===== src/rtl/lrp_regs.vh =====
// Register map, field positions and timing for the reset and mode sequencer
// Overview of operation
// - After power-up wait the power-on delay, then launch a system reset.
// - Software reset command or low reset pin also starts a system reset.
// - Reset sets reset-in-progress and busy flags until reset process ends.
// - While reset-in-progress, all register reads work; command and config writes dropped.
// - System reset loads every control register with its default value.
// - Two-bit mode code: reset 00, sleep 10, normal 11; host always active.
// - Only power-on, system reset and display enable change the mode.
// - Display enable command sets mode: bit 0 low sleep, high normal.
// - Sleep stops clock, drivers and pump; draining stays off.
// - Reset drains, stops clock/drivers/pump; normal runs them, no draining.
// - Unused internal drive generator: no pump enable, no drive draining.
// - Drivers stay idle until drive and bias voltage-ready indications.
// - After initial wait, commands are taken back to back with no gaps.
// - Display on/off codes differ only in bit 0, sent as command writes.
// - Display RAM content is untouched by sleep and by reset.
// - Every reset source reinitialises bus state and colour mapping, except a power-on delay that ends with the pin already held low.
`ifndef LRP_REGS_VH
`define LRP_REGS_VH
`define LRP_A_CMD 8'h00
`define LRP_A_STATUS 8'h04
`define LRP_A_CFG 8'h08
`define LRP_CMD_DSEL 8
`define LRP_CMD_SYSRST 8'hE2
`define LRP_CMD_DISP 7'h57
`define LRP_CFG_INTV 0
`define LRP_CFG_DEF 1'b1
`define LRP_ST_BUSY 0
`define LRP_ST_RIP 1
`define LRP_ST_MODE 2
`define LRP_ST_DRV 4
`define LRP_ST_VL 5
`define LRP_ST_VB 6
`define LRP_MODE_RESET 2'b00
`define LRP_MODE_SLEEP 2'b10
`define LRP_MODE_NORMAL 2'b11
`define LRP_CLK_MHZ 125
`define LRP_CLK_NS 8
`define LRP_POR_US 5000
`define LRP_RPROC_NS 200
`define LRP_POR_CYC 20'h9_8968
`define LRP_RPROC_CYC 20'h0_0019
`endif


===== src/rtl/lrp_sync.v =====
// Three-stage pin synchroniser with agreement filter
`timescale 1ns/10ps
`default_nettype none
module lrp_sync #(
    parameter W = 3,
    parameter [W-1:0] INIT = 3'b111
) (
    input wire mclk,
    input wire reset,
    input wire [W-1:0] din,
    output reg [W-1:0] dout
);
    reg [W-1:0] s1_ff;
    reg [W-1:0] s2_ff;
    reg [W-1:0] s3_ff;
    genvar i;
    generate
        for (i = 0; i < W; i = i + 1)
        begin : g_bit
            always @(posedge mclk or posedge reset)
            begin
                if (reset)
                begin
                    s1_ff[i] <= INIT[i];
                    s2_ff[i] <= INIT[i];
                    s3_ff[i] <= INIT[i];
                    dout[i] <= INIT[i];
                end
                else
                begin
                    s1_ff[i] <= din[i];
                    s2_ff[i] <= s1_ff[i];
                    s3_ff[i] <= s2_ff[i];
                    // Take change once two stages agree
                    if (s2_ff[i] == s3_ff[i])
                        dout[i] <= s3_ff[i];
                end
            end
        end
    endgenerate
endmodule
`default_nettype wire


===== src/rtl/lrp_timer.v =====
// Reloadable down-counter with one-cycle expiry pulse
`timescale 1ns/10ps
`default_nettype none
module lrp_timer #(
    parameter [19:0] RST_VAL = 20'h0_0001
) (
    input wire mclk,
    input wire reset,
    input wire load,
    input wire [19:0] load_val,
    output reg done
);
    reg [19:0] cnt_ff;
    always @(posedge mclk or posedge reset)
    begin
        if (reset)
        begin
            cnt_ff <= RST_VAL;
            done <= 1'b0;
        end
        else if (load)
        begin
            cnt_ff <= load_val;
            done <= 1'b0;
        end
        else
        begin
            done <= (cnt_ff == 20'h0_0001);
            if (cnt_ff != 20'h0_0000)
                cnt_ff <= cnt_ff - 20'h0_0001;
        end
    end
endmodule
`default_nettype wire


===== src/rtl/lrp_top.v =====
// Reset sequencing and operating-mode control with APB registers
`timescale 1ns/10ps
`default_nettype none
`include "lrp_regs.vh"
module lrp_top #(
    parameter [19:0] POR_CYC = `LRP_POR_CYC
) (
    input wire mclk,
    input wire reset,
    input wire psel,
    input wire penable,
    input wire pwrite,
    input wire [7:0] paddr,
    input wire [31:0] pwdata,
    output reg [31:0] prdata,
    output reg pready,
    output reg pslverr,
    input wire reset_pin_n,
    input wire lcd_drive_voltage_ready,
    input wire vbias_ready,
    output reg [1:0] operating_mode_code,
    output reg reset_in_progress_flag,
    output reg busy_flag,
    output reg clk_run,
    output reg drv_en,
    output reg pump_en,
    output reg drain_lcd_drive_en,
    output reg drain_bias_en,
    output reg bus_init,
    output reg cmap_init,
    output reg ram_we,
    output reg [7:0] ram_wdata
);
    localparam [1:0] S_POR = 2'b00;
    localparam [1:0] S_RST = 2'b01;
    localparam [1:0] S_RUN = 2'b10;
    localparam [19:0] RPROC_CYC = `LRP_RPROC_CYC;

    wire [2:0] pins_s;
    wire pin_low;
    wire vl_ok;
    wire vb_ok;
    wire tmr_done;
    wire acc;
    wire wr_go;
    wire rip_now;
    wire cmd_wr;
    wire cfg_wr;
    wire is_cmd;
    wire sw_rst;
    wire disp_cmd;
    wire data_wr;
    wire mode_norm;
    wire mode_rst;
    wire init_keep;
    reg tmr_load;
    reg [1:0] state_ff;
    reg [1:0] nxt_state;
    reg pin_low_ff;
    reg [1:0] mode_ff;
    reg [1:0] nxt_mode;
    reg cfg_intv_ff;
    reg [8:0] last_cmd_ff;
    reg sys_rst;
    reg [31:0] rd_val;
    reg addr_ok;

    // APB commit strobe
    assign acc = psel & penable & pready;
    assign wr_go = acc & pwrite;
    assign rip_now = (state_ff != S_RUN);
    assign cmd_wr = wr_go & (paddr == `LRP_A_CMD) & ~rip_now;
    assign cfg_wr = wr_go & (paddr == `LRP_A_CFG) & ~rip_now;
    assign is_cmd = cmd_wr & ~pwdata[`LRP_CMD_DSEL];
    assign sw_rst = is_cmd & (pwdata[7:0] == `LRP_CMD_SYSRST);
    assign disp_cmd = is_cmd & (pwdata[7:1] == `LRP_CMD_DISP);
    assign data_wr = cmd_wr & pwdata[`LRP_CMD_DSEL];
    // Mode decodes
    assign mode_norm = (mode_ff == `LRP_MODE_NORMAL);
    assign mode_rst = (mode_ff == `LRP_MODE_RESET);
    assign init_keep = pin_low & pin_low_ff & rip_now;

    lrp_sync #(
        .W(3),
        .INIT(3'b001)
    ) u_sync (
        .mclk(mclk),
        .reset(reset),
        .din({vbias_ready, lcd_drive_voltage_ready, reset_pin_n}),
        .dout(pins_s)
    );
    assign pin_low = ~pins_s[0];
    assign vl_ok = pins_s[1];
    assign vb_ok = pins_s[2];

    lrp_timer #(
        .RST_VAL(POR_CYC)
    ) u_tmr (
        .mclk(mclk),
        .reset(reset),
        .load(tmr_load),
        .load_val(RPROC_CYC),
        .done(tmr_done)
    );

    always @*
    begin
        nxt_state = state_ff;
        sys_rst = 1'b0;
        case (state_ff)
            S_POR:
            begin
                if (tmr_done)
                begin
                    nxt_state = S_RST;
                    sys_rst = 1'b1;
                end
            end
            S_RST:
            begin
                if (pin_low)
                    sys_rst = 1'b1;
                else if (tmr_done)
                    nxt_state = S_RUN;
            end
            S_RUN:
            begin
                if (pin_low | sw_rst)
                begin
                    nxt_state = S_RST;
                    sys_rst = 1'b1;
                end
            end
            default:
            begin
                nxt_state = S_POR;
            end
        endcase
        tmr_load = sys_rst;
    end

    always @*
    begin
        nxt_mode = mode_ff;
        if (sys_rst | (state_ff == S_POR))
            nxt_mode = `LRP_MODE_RESET;
        else if (disp_cmd)
            nxt_mode = pwdata[0] ? `LRP_MODE_NORMAL : `LRP_MODE_SLEEP;
    end

    always @(posedge mclk or posedge reset)
    begin
        if (reset)
        begin
            state_ff <= S_POR;
            mode_ff <= `LRP_MODE_RESET;
            pin_low_ff <= 1'b0;
            cfg_intv_ff <= `LRP_CFG_DEF;
            last_cmd_ff <= 9'h000;
        end
        else
        begin
            state_ff <= nxt_state;
            mode_ff <= nxt_mode;
            pin_low_ff <= pin_low;
            if (sys_rst)
            begin
                cfg_intv_ff <= `LRP_CFG_DEF;
                last_cmd_ff <= 9'h000;
            end
            else
            begin
                if (cfg_wr)
                    cfg_intv_ff <= pwdata[`LRP_CFG_INTV];
                if (cmd_wr)
                    last_cmd_ff <= pwdata[8:0];
            end
        end
    end

    // Status flags and mode code
    always @(posedge mclk or posedge reset)
    begin
        if (reset)
        begin
            operating_mode_code <= `LRP_MODE_RESET;
            reset_in_progress_flag <= 1'b1;
            busy_flag <= 1'b1;
        end
        else
        begin
            operating_mode_code <= mode_ff;
            reset_in_progress_flag <= (nxt_state != S_RUN);
            busy_flag <= (nxt_state != S_RUN);
        end
    end

    // Power gates follow the mode
    always @(posedge mclk or posedge reset)
    begin
        if (reset)
        begin
            clk_run <= 1'b0;
            drv_en <= 1'b0;
            pump_en <= 1'b0;
            drain_lcd_drive_en <= 1'b0;
            drain_bias_en <= 1'b0;
        end
        else
        begin
            clk_run <= mode_norm;
            pump_en <= mode_norm & cfg_intv_ff;
            drv_en <= mode_norm & vl_ok & vb_ok;
            drain_bias_en <= mode_rst;
            drain_lcd_drive_en <= mode_rst & cfg_intv_ff;
        end
    end

    // Host-side strobes
    always @(posedge mclk or posedge reset)
    begin
        if (reset)
        begin
            bus_init <= 1'b0;
            cmap_init <= 1'b0;
            ram_we <= 1'b0;
            ram_wdata <= 8'h00;
        end
        else
        begin
            bus_init <= sys_rst & ~init_keep;
            cmap_init <= sys_rst & ~init_keep;
            ram_we <= data_wr;
            if (data_wr)
                ram_wdata <= pwdata[7:0];
        end
    end

    always @*
    begin
        addr_ok = 1'b1;
        rd_val = 32'h0000_0000;
        case (paddr)
            `LRP_A_CMD:
                rd_val[8:0] = last_cmd_ff;
            `LRP_A_STATUS:
            begin
                rd_val[`LRP_ST_BUSY] = rip_now;
                rd_val[`LRP_ST_RIP] = rip_now;
                rd_val[`LRP_ST_MODE+1:`LRP_ST_MODE] = mode_ff;
                rd_val[`LRP_ST_DRV] = drv_en;
                rd_val[`LRP_ST_VL] = vl_ok;
                rd_val[`LRP_ST_VB] = vb_ok;
            end
            `LRP_A_CFG:
                rd_val[`LRP_CFG_INTV] = cfg_intv_ff;
            default:
                addr_ok = 1'b0;
        endcase
    end

    always @(posedge mclk or posedge reset)
    begin
        if (reset)
        begin
            pready <= 1'b0;
            pslverr <= 1'b0;
            prdata <= 32'h0000_0000;
        end
        else if (psel & penable & ~pready)
        begin
            pready <= 1'b1;
            pslverr <= ~addr_ok;
            prdata <= pwrite ? 32'h0000_0000 : rd_val;
        end
        else
        begin
            pready <= 1'b0;
            pslverr <= 1'b0;
        end
    end
endmodule
`default_nettype wire


===== config.mk =====
export PLATFORM = sky130hd
export DESIGN_NAME = lrp_top
export DESIGN_NICKNAME = d
export VERILOG_FILES = /design/src/rtl/lrp_sync.v /design/src/rtl/lrp_timer.v /design/src/rtl/lrp_top.v
export VERILOG_INCLUDE_DIRS = /design/src /design/src/rtl
export SDC_FILE = /design/constraint.sdc
export NUM_CORES = 1
export LEC_CHECK = 0
export BUFFER_PORTS_ARGS = -buffer_cell sky130_fd_sc_hd__buf_2
export CORE_MARGIN = 8
export CORE_UTILIZATION = 40
export CTS_BUF_LIST = sky130_fd_sc_hd__clkbuf_16
export CTS_CLUSTER_SIZE = 8
export DETAILED_ROUTE_END_ITERATION = 8
export PLACE_DENSITY = 0.63
export SETUP_SLACK_MARGIN = 0.15
export SYNTH_ARGS = -nofsm -noshare
export SYNTH_HDL_FRONTEND = slang
export SYNTH_SLANG_ARGS = --single-unit

===== constraint.sdc =====
create_clock -name mclk -period 3 [get_ports mclk]
set_input_delay 0.3 -clock mclk [delete_from_list [all_inputs] [get_ports mclk]]
set_output_delay 0.3 -clock mclk [all_outputs]
set_load 0.05 [all_outputs]

==> results by group, run 1 <==
STA
  – Final Hold Viols: 0
  – Crit share post-route: ~70%
  – Slew Limit Headroom: about a quarter
  – Layout Skew: a little under 10 ps
  – Final number of max-transition violations: 0
  – RSZ-0062 raised after global routing: no
  – Final min period: roughly 2200 ps
  – Worst slew pin tran: about 1100 ps
  – Setup violations, final: 0
  – Setup TNS: 0 ps
  – Fmax: between 0.4 and 0.5 GHz

Logic synthesis
  – Post-synth EDFFs: 0
  – Synthesized area per cell: 10.7 µm²
  – Post-synthesis mux area share: 2.74%
  – Synth Area in Simple Gates: about 17%
  – Synth warnings: 0
  – Adder-cell share of the synthesized area: under 10%
  – Primary FF master, synth: dfrtp_1
  – Register bit total from synthesis: just under 80
  – Synth Area in Compound Gates: 17.2%
  – Register area share after synthesis: 53.2%
  – Area of the mapped netlist: between 0.003 and 0.004 mm²
  – Post-Synth XOR/XNOR Area: 0%
  – Largest family of logic cells by synthesized area: simple AND/OR/NAND/NOR gates
  – Netlist cell types: 55
  – Post-synth ARST share: 100%
  – Post-Synthesis Cells: ~340

Global route
  – Vias in the first global route: ~2700
  – Largest net degree at the start of global routing: 38
  – Global route total overflow: 0
  – Initial antenna violation count: 0
  – First-pass GRT wire length: approximately 14000 µm
  – Total GRT Usage: 13.1%

Final layout
  – Sequential cell area: a little under 0.002 mm²
  – Synthesis-to-finish area growth: 16.3%
  – Fin nets: around 450
  – Share of layout cells above drive strength 1: between 20 and 30%
  – ANT cells: 0
  – Area of the multi-input gates: around 0.0015 mm²
  – Filler cell count: around 850
  – Final core utilization: 46.9%

CTS
  – Post-CTS sizing: 0
  – Clk buf depth: 2
  – Clk sinks: 77
  – Clock latency on the worst-skew pair: between 300 and 400 ps
  – # Post-CTS Setup Buffers: 0
  – Root Driver: clkbuf_16
  – CTS clk-pin slew, worst paths: approximately 60 ps
  – H-tree lvl count: 3
  – # hold bufs at CTS: 0
  – CTS tree: built
  – CTS Buf Count: 9

Pwr
  – NetSw: between 700 and 800 µW
  – Flop pwr share: approximately 45%
  – Leakage power total: 0.00198 µW
  – Logic pwr share: ~15%
  – Clk pwr share: 40.2%
  – PD cells: between 600 and 700 mW/mm²
  – Maximum vdd drop: approximately 300 µV
  – Net Sw Frac: just over 30%
  – P_int: roughly 1800 µW
  – Post-layout power: roughly 2600 µW

Setup path
  – CP Data Arrival Time: between 2000 and 2500 ps
  – Critical Path End Type: register
  – Reg2reg path depth: 4
  – Worst Path Class, Setup: reg -> reg
  – RR Startpoint: u_tmr.cnt_ff[7]
  – WP data required: 3240 ps
  – Setup crit start kind: register
  – Critical-path maximum fanout: 10
  – Reg-to-reg slack, setup: 840 ps
  – Capturing point of the worst reg2reg path: u_tmr.cnt_ff[17]

Routing
  – Number of remaining DRC errors: 0
  – Initial DRC count: ~140
  – DR vias/cell: 5.41
  – DR vias: 2764
  – ANT nets after route: 0
  – Wire length per cell: between 15 and 20 µm
  – Drt total wl: around 8100 µm
  – Number of detailed-route iterations in the first pass: 4

Floorplanning
  – Core area: roughly 0.0091 mm²
  – Initial Util: just over 40%
  – Row Count: 35
  – Num ports: a little over 100
  – Die width: about 110 µm
  – Die height: between 100 and 150 µm
  – Die area: about 0.012 mm²

Placed design
  – Final GP Congestion: roughly 0.82
  – Estimated wirelength of the detail-placed design: ~5800 µm
  – IO buf count: 55

Worst hold path
  – Worst Hold Depth: 1
  – Hold_sp: reset_pin_n
  – Worst Hold Path EP: u_sync.s1_ff[0]
  – Min-delay worst type: in -> reg

Run
  – # Max-Cap Violations: 0

Run status
  – Outcome: finished, final reports clean
## Yosys cell counts (all sizes together) (2+ instances only)
cell | n | area [µm²]
clkbuf | 11 | 41.3
nor3 | 9 | 45.0
nand4 | 7 | 43.8
nor4bb | 2 | 20.0
or3 | 4 | 25.0
nand2b | 2 | 12.5
o211ai | 3 | 22.5
nand3 | 10 | 55.1
a2bb2oi | 2 | 17.5
dfrtp | 63 | 1580
mux2 | 8 | 90.1
a21oi | 8 | 40.0
and2 | 7 | 43.8
inv | 7 | 26.3
nor2b | 3 | 18.8
a22o | 2 | 17.5
dfstp | 14 | 368
or4 | 6 | 48.8
a211oi | 3 | 22.5
ha | 2 | 25.0
o21ai | 21 | 105
a31oi | 6 | 37.5
a31o | 2 | 17.5
buf | 32 | 221
and3 | 3 | 18.8
nor2 | 11 | 41.3
o22ai | 2 | 12.5
and4 | 5 | 43.8
o21a | 3 | 22.5
a22oi | 29 | 223
nand2 | 25 | 93.8
nor4b | 2 | 17.5
o31ai | 6 | 45.0
o41ai | 2 | 17.5
nor4 | 5 | 52.6
maj3 | 3 | 30.0
## worst max-delay path, cell delays in order (launching register included)
cell and delay, ps:
dfrtp_1 440, nor4_4 580, nand4_1 310, or4_1 580, a22oi_1 170
## cells in the final DEF, fill, tap and decap left out, drive strengths merged, types with 2 or more instances in the layout
| cell type | n |
|---|---|
| dfrtp | 63 |
| buf | 63 |
| a22oi | 29 |
| nand2 | 25 |
| conb | 23 |
| o21ai | 21 |
| dfstp | 14 |
| nor2 | 11 |
| inv | 11 |
| nand3 | 10 |
| nor3 | 9 |
| clkbuf | 9 |
| mux2 | 8 |
| a21oi | 8 |
| nand4 | 7 |
| and2 | 7 |
| o31ai | 6 |
| a31oi | 6 |
| or4 | 6 |
| and4 | 5 |
| nor4 | 5 |
| or3 | 4 |
| o21a | 3 |
| nor2b | 3 |
| and3 | 3 |
| maj3 | 3 |
| a211oi | 3 |
| o211ai | 3 |
| nor4bb | 2 |
| nor4b | 2 |
| a31o | 2 |
| a2bb2oi | 2 |
| a22o | 2 |
| o22ai | 2 |
| nand2b | 2 |
| o41ai | 2 |
| ha | 2 |
| clkinvlp | 2 |
## through the flow
stage / cells / setup WS (ps) / hold slack [ps] / area, µm²
after floorplan: 364 / 756 / 304 / 3740
after global placement: 495 / 942 / 333 / 3960
after detailed placement: 495 / 862 / 336 / 3960
after CTS: 511 / 861 / 56.5 / 4250
after global routing: 511 / 702 / 59.5 / 4250
final: 511 / 845 / 69.2 / 4250
## sequential cells by signal, indices dropped and copies added (netlist names), 2 cells and up
register and cells:
u_sync.s2_ff 3, u_sync.s3_ff 3, state_ff 2, mode_ff 2
prdata 9, u_tmr.cnt_ff 20, u_sync.dout 3, u_sync.s1_ff 3
ram_wdata 8, last_cmd_ff 9, operating_mode_code 2
## power groups by stage
stage / Clock [µW] / Sequential, µW / Combinational [µW]
final: 1030 / 1150 / 388
after global routing: 1100 / 1160 / 426
after CTS: 1070 / 1150 / 388
after global placement: 0 / 1170 / 382
after detailed placement: 0 / 1170 / 386
after floorplan: 0 / 1170 / 312
## worst max path at each step
| stage | startpoint | to | cells after the start |
|---|---|---|---|
| after detailed placement | u_tmr.cnt_ff[7] | u_tmr.cnt_ff[17] | 4 |
| after global routing | u_tmr.cnt_ff[7] | u_tmr.cnt_ff[19] | 4 |
| after floorplan | reset | clk_run | 1 |
| final | u_tmr.cnt_ff[7] | u_tmr.cnt_ff[17] | 4 |
| after CTS | u_tmr.cnt_ff[7] | u_tmr.cnt_ff[19] | 4 |
| after global placement | u_tmr.cnt_ff[7] | u_tmr.cnt_ff[19] | 4 |
## cells by family (layout without fill, tap and decap cells)
family                     count (synthesis)  count (layout)
DFF                                       77              77
buffers and inverters                     50              86
muxes                                      9               9
other                                      1              23
and+or+nand+nor                          108             108
adders and majority gates                  5               5
AOI/OAI and AO/OA                         92              92
## area by class of cell
type	count	share of cell area (%)
Clock buffer	9	5.30
Sequential cell	77	45.7
Multi-Input combinational cell	237	35.4
Clock inverter	7	1.50
Timing Repair Buffer	63	8.18
Tap cell	111	3.27
Inverter	7	0.618
## per-layer routing
metal,track usage [%],up-vias,part of all wire (%)
li1,-,1343,-
met1,16.0,1348,45
met2,21.9,64,48
met3,3.84,9,5.4
met4,3.83,0,1.1
met5,0,-,0
Power figures use the tool's default switching activity.
==> run 2: changes to the inputs <==
- ABC_AREA: unset -> 1
- PLACE_DENSITY: 0.63 -> 0.65
- clock period: 3 -> 1.9 ns (I/O delays scaled with it)
==> run 2 against run 1 <==
  * Via count is 6.7% higher
  * Count of clock-buffer cells in the layout stayed put
  * Final area is 7.5% higher
  * Sequential share of layout area is 3.2 points lower
  * First-iteration DRC count is 13% higher
  * Register-to-register slack worse by 550 ps
  * Non-clock buffer count is 12 higher
  * Largest cell class unchanged
  * Largest power group is now clock
  * Highest routed layer unchanged
==> results by group, run 2 <==
Run status
  – Outcome: finished, final reports clean

Floorplanning
  – Die area: roughly 0.013 mm²
  – Die width: ~110 µm
  – Die height: approximately 110 µm
  – Row Count: 35
  – Initial Util: 40.9%
  – Num ports: approximately 100
  – Core area: 0.00920 mm²

Setup path
  – Crit path from: u_tmr.cnt_ff[5]
  – Capturing point of the worst reg2reg path: u_tmr.cnt_ff[1]
  – Critical-path maximum fanout: 6
  – RR Startpoint: u_tmr.cnt_ff[5]
  – Max incr delay on CP: 570 ps
  – Crit-path leading delay family: simple AND/OR/NAND/NOR gates
  – Crit-path slowest cell: dfstp_2
  – Crit path buf inv count: 2
  – Critical Path End Type: register
  – CP Data Arrival Time: between 1500 and 2000 ps
  – Reg-to-reg slack, setup: roughly 290 ps
  – Reg2reg path depth: 8
  – CP Cell Sequence: nor2_2 > nand2_2 > nor2_4 > nand3_2 > buf_4 > inv_1 > or2_2 > a21oi_1
  – Setup crit start kind: register
  – Number of cells on the critical path: 8
  – Worst Path Class, Setup: reg -> reg
  – Worst Setup EP: u_tmr.cnt_ff[1]
  – WP data required: 2160 ps

CTS
  – CTS clk-pin slew, worst paths: about 60 ps
  – H-tree lvl count: 3
  – Clock latency on the worst-skew pair: 330 ps
  – CTS Buf Count: 9
  – CTS tree: built
  – Root Driver: clkbuf_16
  – Clk sinks: 77
  – Clk buf depth: 2

Placed design
  – IO buf count: between 50 and 60
  – Estimated wirelength of the detail-placed design: 6110 µm
  – Final GP Congestion: between 0.8 and 0.9
  – Post-DP Area: approximately 0.0041 mm²

Logic synthesis
  – Post-synth ARST share: 100%
  – Adder-cell share of the synthesized area: approximately 1.5%
  – Count leader, synth: nand2_1
  – Post-synthesis mux area share: 0%
  – Synth top area cells: dfrtp_1, nand2_1, dfstp_2, buf_4, nor2_1
  – Netlist cell types: 37
  – Post-Synthesis Cells: approximately 430
  – Largest family of logic cells by synthesized area: simple AND/OR/NAND/NOR gates
  – Synthesized area per cell: roughly 8.7 µm²
  – Register bit total from synthesis: between 70 and 80
  – Top-area cell type share of the netlist area: a little over two fifths
  – Yosys top cell by area: dfrtp_1
  – Synth warnings: 0
  – Top post-synthesis cells by count: nand2_1, dfrtp_1, nor2_1
  – Synth Area in Compound Gates: between 5 and 6%
  – Post-Synth XOR/XNOR Area: 1.40%
  – Synth Area in Simple Gates: between 20% and 30%
  – Primary FF master, synth: dfrtp_1
  – Area of the mapped netlist: around 0.0038 mm²
  – Register area share after synthesis: 51.7%
  – Post-synth EDFFs: 0

Final layout
  – Most frequent cells in the layout: nand2_1, dfrtp_1, buf_2
  – Final Cell Area: around 0.0046 mm²
  – ANT cells: 0
  – Largest Register: u_tmr.cnt_ff
  – Fin nets: roughly 560
  – Share of layout cells above drive strength 1: between 20% and 30%
  – Synthesis-to-finish area growth: 21.4%
  – Commonest non-fill, non-tap cell in the layout: nand2_1
  – Largest registers: u_tmr.cnt_ff: 20 flops, last_cmd_ff: 9 flops, prdata: 9 flops
  – Max FFs per register: 20
  – Final core utilization: approximately half

Run
  – # Max-Cap Violations: 0

Worst hold path
  – Min-delay worst type: in -> reg

Routing
  – ANT nets after route: 0
  – DR vias: slightly below 3000
  – Initial DRC count: ~160
  – Number of detailed-route iterations in the first pass: 4
  – Wire length per cell: 13.1 µm
  – Number of remaining DRC errors: 0
  – DR vias/cell: 4.74
  – Drt total wl: 8120 µm

Pwr
  – PD cells: approximately 910 mW/mm²
  – Leakage power total: 0.00235 µW
  – Maximum vdd drop: ~430 µV

STA
  – Setup TNS: 0 ps
  – Final min period: ~1600 ps
  – Setup violations, final: 0
  – Fmax: around 0.62 GHz
  – RSZ-0062 raised after global routing: yes
  – Layout Skew: 7.45 ps
  – Final number of max-transition violations: 0
  – Final Hold Viols: 0
  – Worst slew pin tran: around 570 ps
  – Crit share post-route: 84.7%
  – Slew Limit Headroom: between 60% and 70%

Global route
  – Vias in the first global route: between 2000 and 3000
  – Total GRT Usage: a little over an eighth
  – Largest net degree at the start of global routing: 38
  – First-pass GRT wire length: 13800 µm
  – Global route total overflow: 0
  – Initial antenna violation count: 0
## run 2: what timing repair did
item                                    in CTS  in global routing
endpoints found under the hold margin       13                  0
hold buffers                                 4                  0
endpoints found under the setup margin       0                 14
resized for setup                            0                  9
setup buffers                                0                  3
## run 2: worst min-delay path, delay by kind of cell
kind,cells,cell delay (ps)
buffers and inverters,1,110
and+or+nand+nor,2,110
## run 2: cell type report
class / count / area, µm²
Multi-Input combinational cell: 293 / 1480
Clock buffer: 9 / 225
Sequential cell: 77 / 1940
Fill cell: 869 / 4630
Tap cell: 111 / 139
Timing Repair Buffer: 75 / 460
Inverter: 50 / 204
Clock inverter: 7 / 120
## run 2: metrics by stage
stage	hold slack, ps	instances	power, µW	setup slack, ps
floorplan	194	455	2100	242
global placement	233	599	2170	212
detailed placement	241	599	2170	185
CTS	109	619	4160	166
global route	120	622	4310	143
finish	117	622	4140	291
## run 2: metal layers
metal  global-route usage, %  up-vias  wire length [µm]
met5                       0        -                 0
met4                    4.53        0                93
met3                    4.79       10               500
met2                    22.3       77              3820
met1                    15.3     1382              3710
li1                        -     1480                 -
## run 2: kinds of logic (layout without fill, tap and decap cells)
group | Yosys count | in the layout
and+or+nand+nor | 229 | 229
buffers and inverters | 85 | 141
DFF | 77 | 77
AOI/OAI and AO/OA | 30 | 30
xor gates and xnor gates | 6 | 6
adders and majority gates | 5 | 5
other | 1 | 23
## run 2: where the power goes
part           total, µW  switching [µW]  internal [µW]  leakage (µW)
Clock               1960             671           1290      0.000168
Sequential          1730            36.3           1690      0.000977
Combinational        454             322            132       0.00121
## run 2: how the worst min path moves through the flow
stage / startpoint / to / slack [ps] / cells past startpoint
detailed placement: reset / u_sync.s2_ff[2] / 240 / 2
finish: pwdata[1] / ram_wdata[1] / 120 / 3
CTS: pwdata[1] / ram_wdata[1] / 110 / 3
floorplan: reset_pin_n / u_sync.s1_ff[0] / 190 / 0
global placement: reset / u_sync.s2_ff[2] / 230 / 2
global route: pwdata[6] / last_cmd_ff[6] / 120 / 3
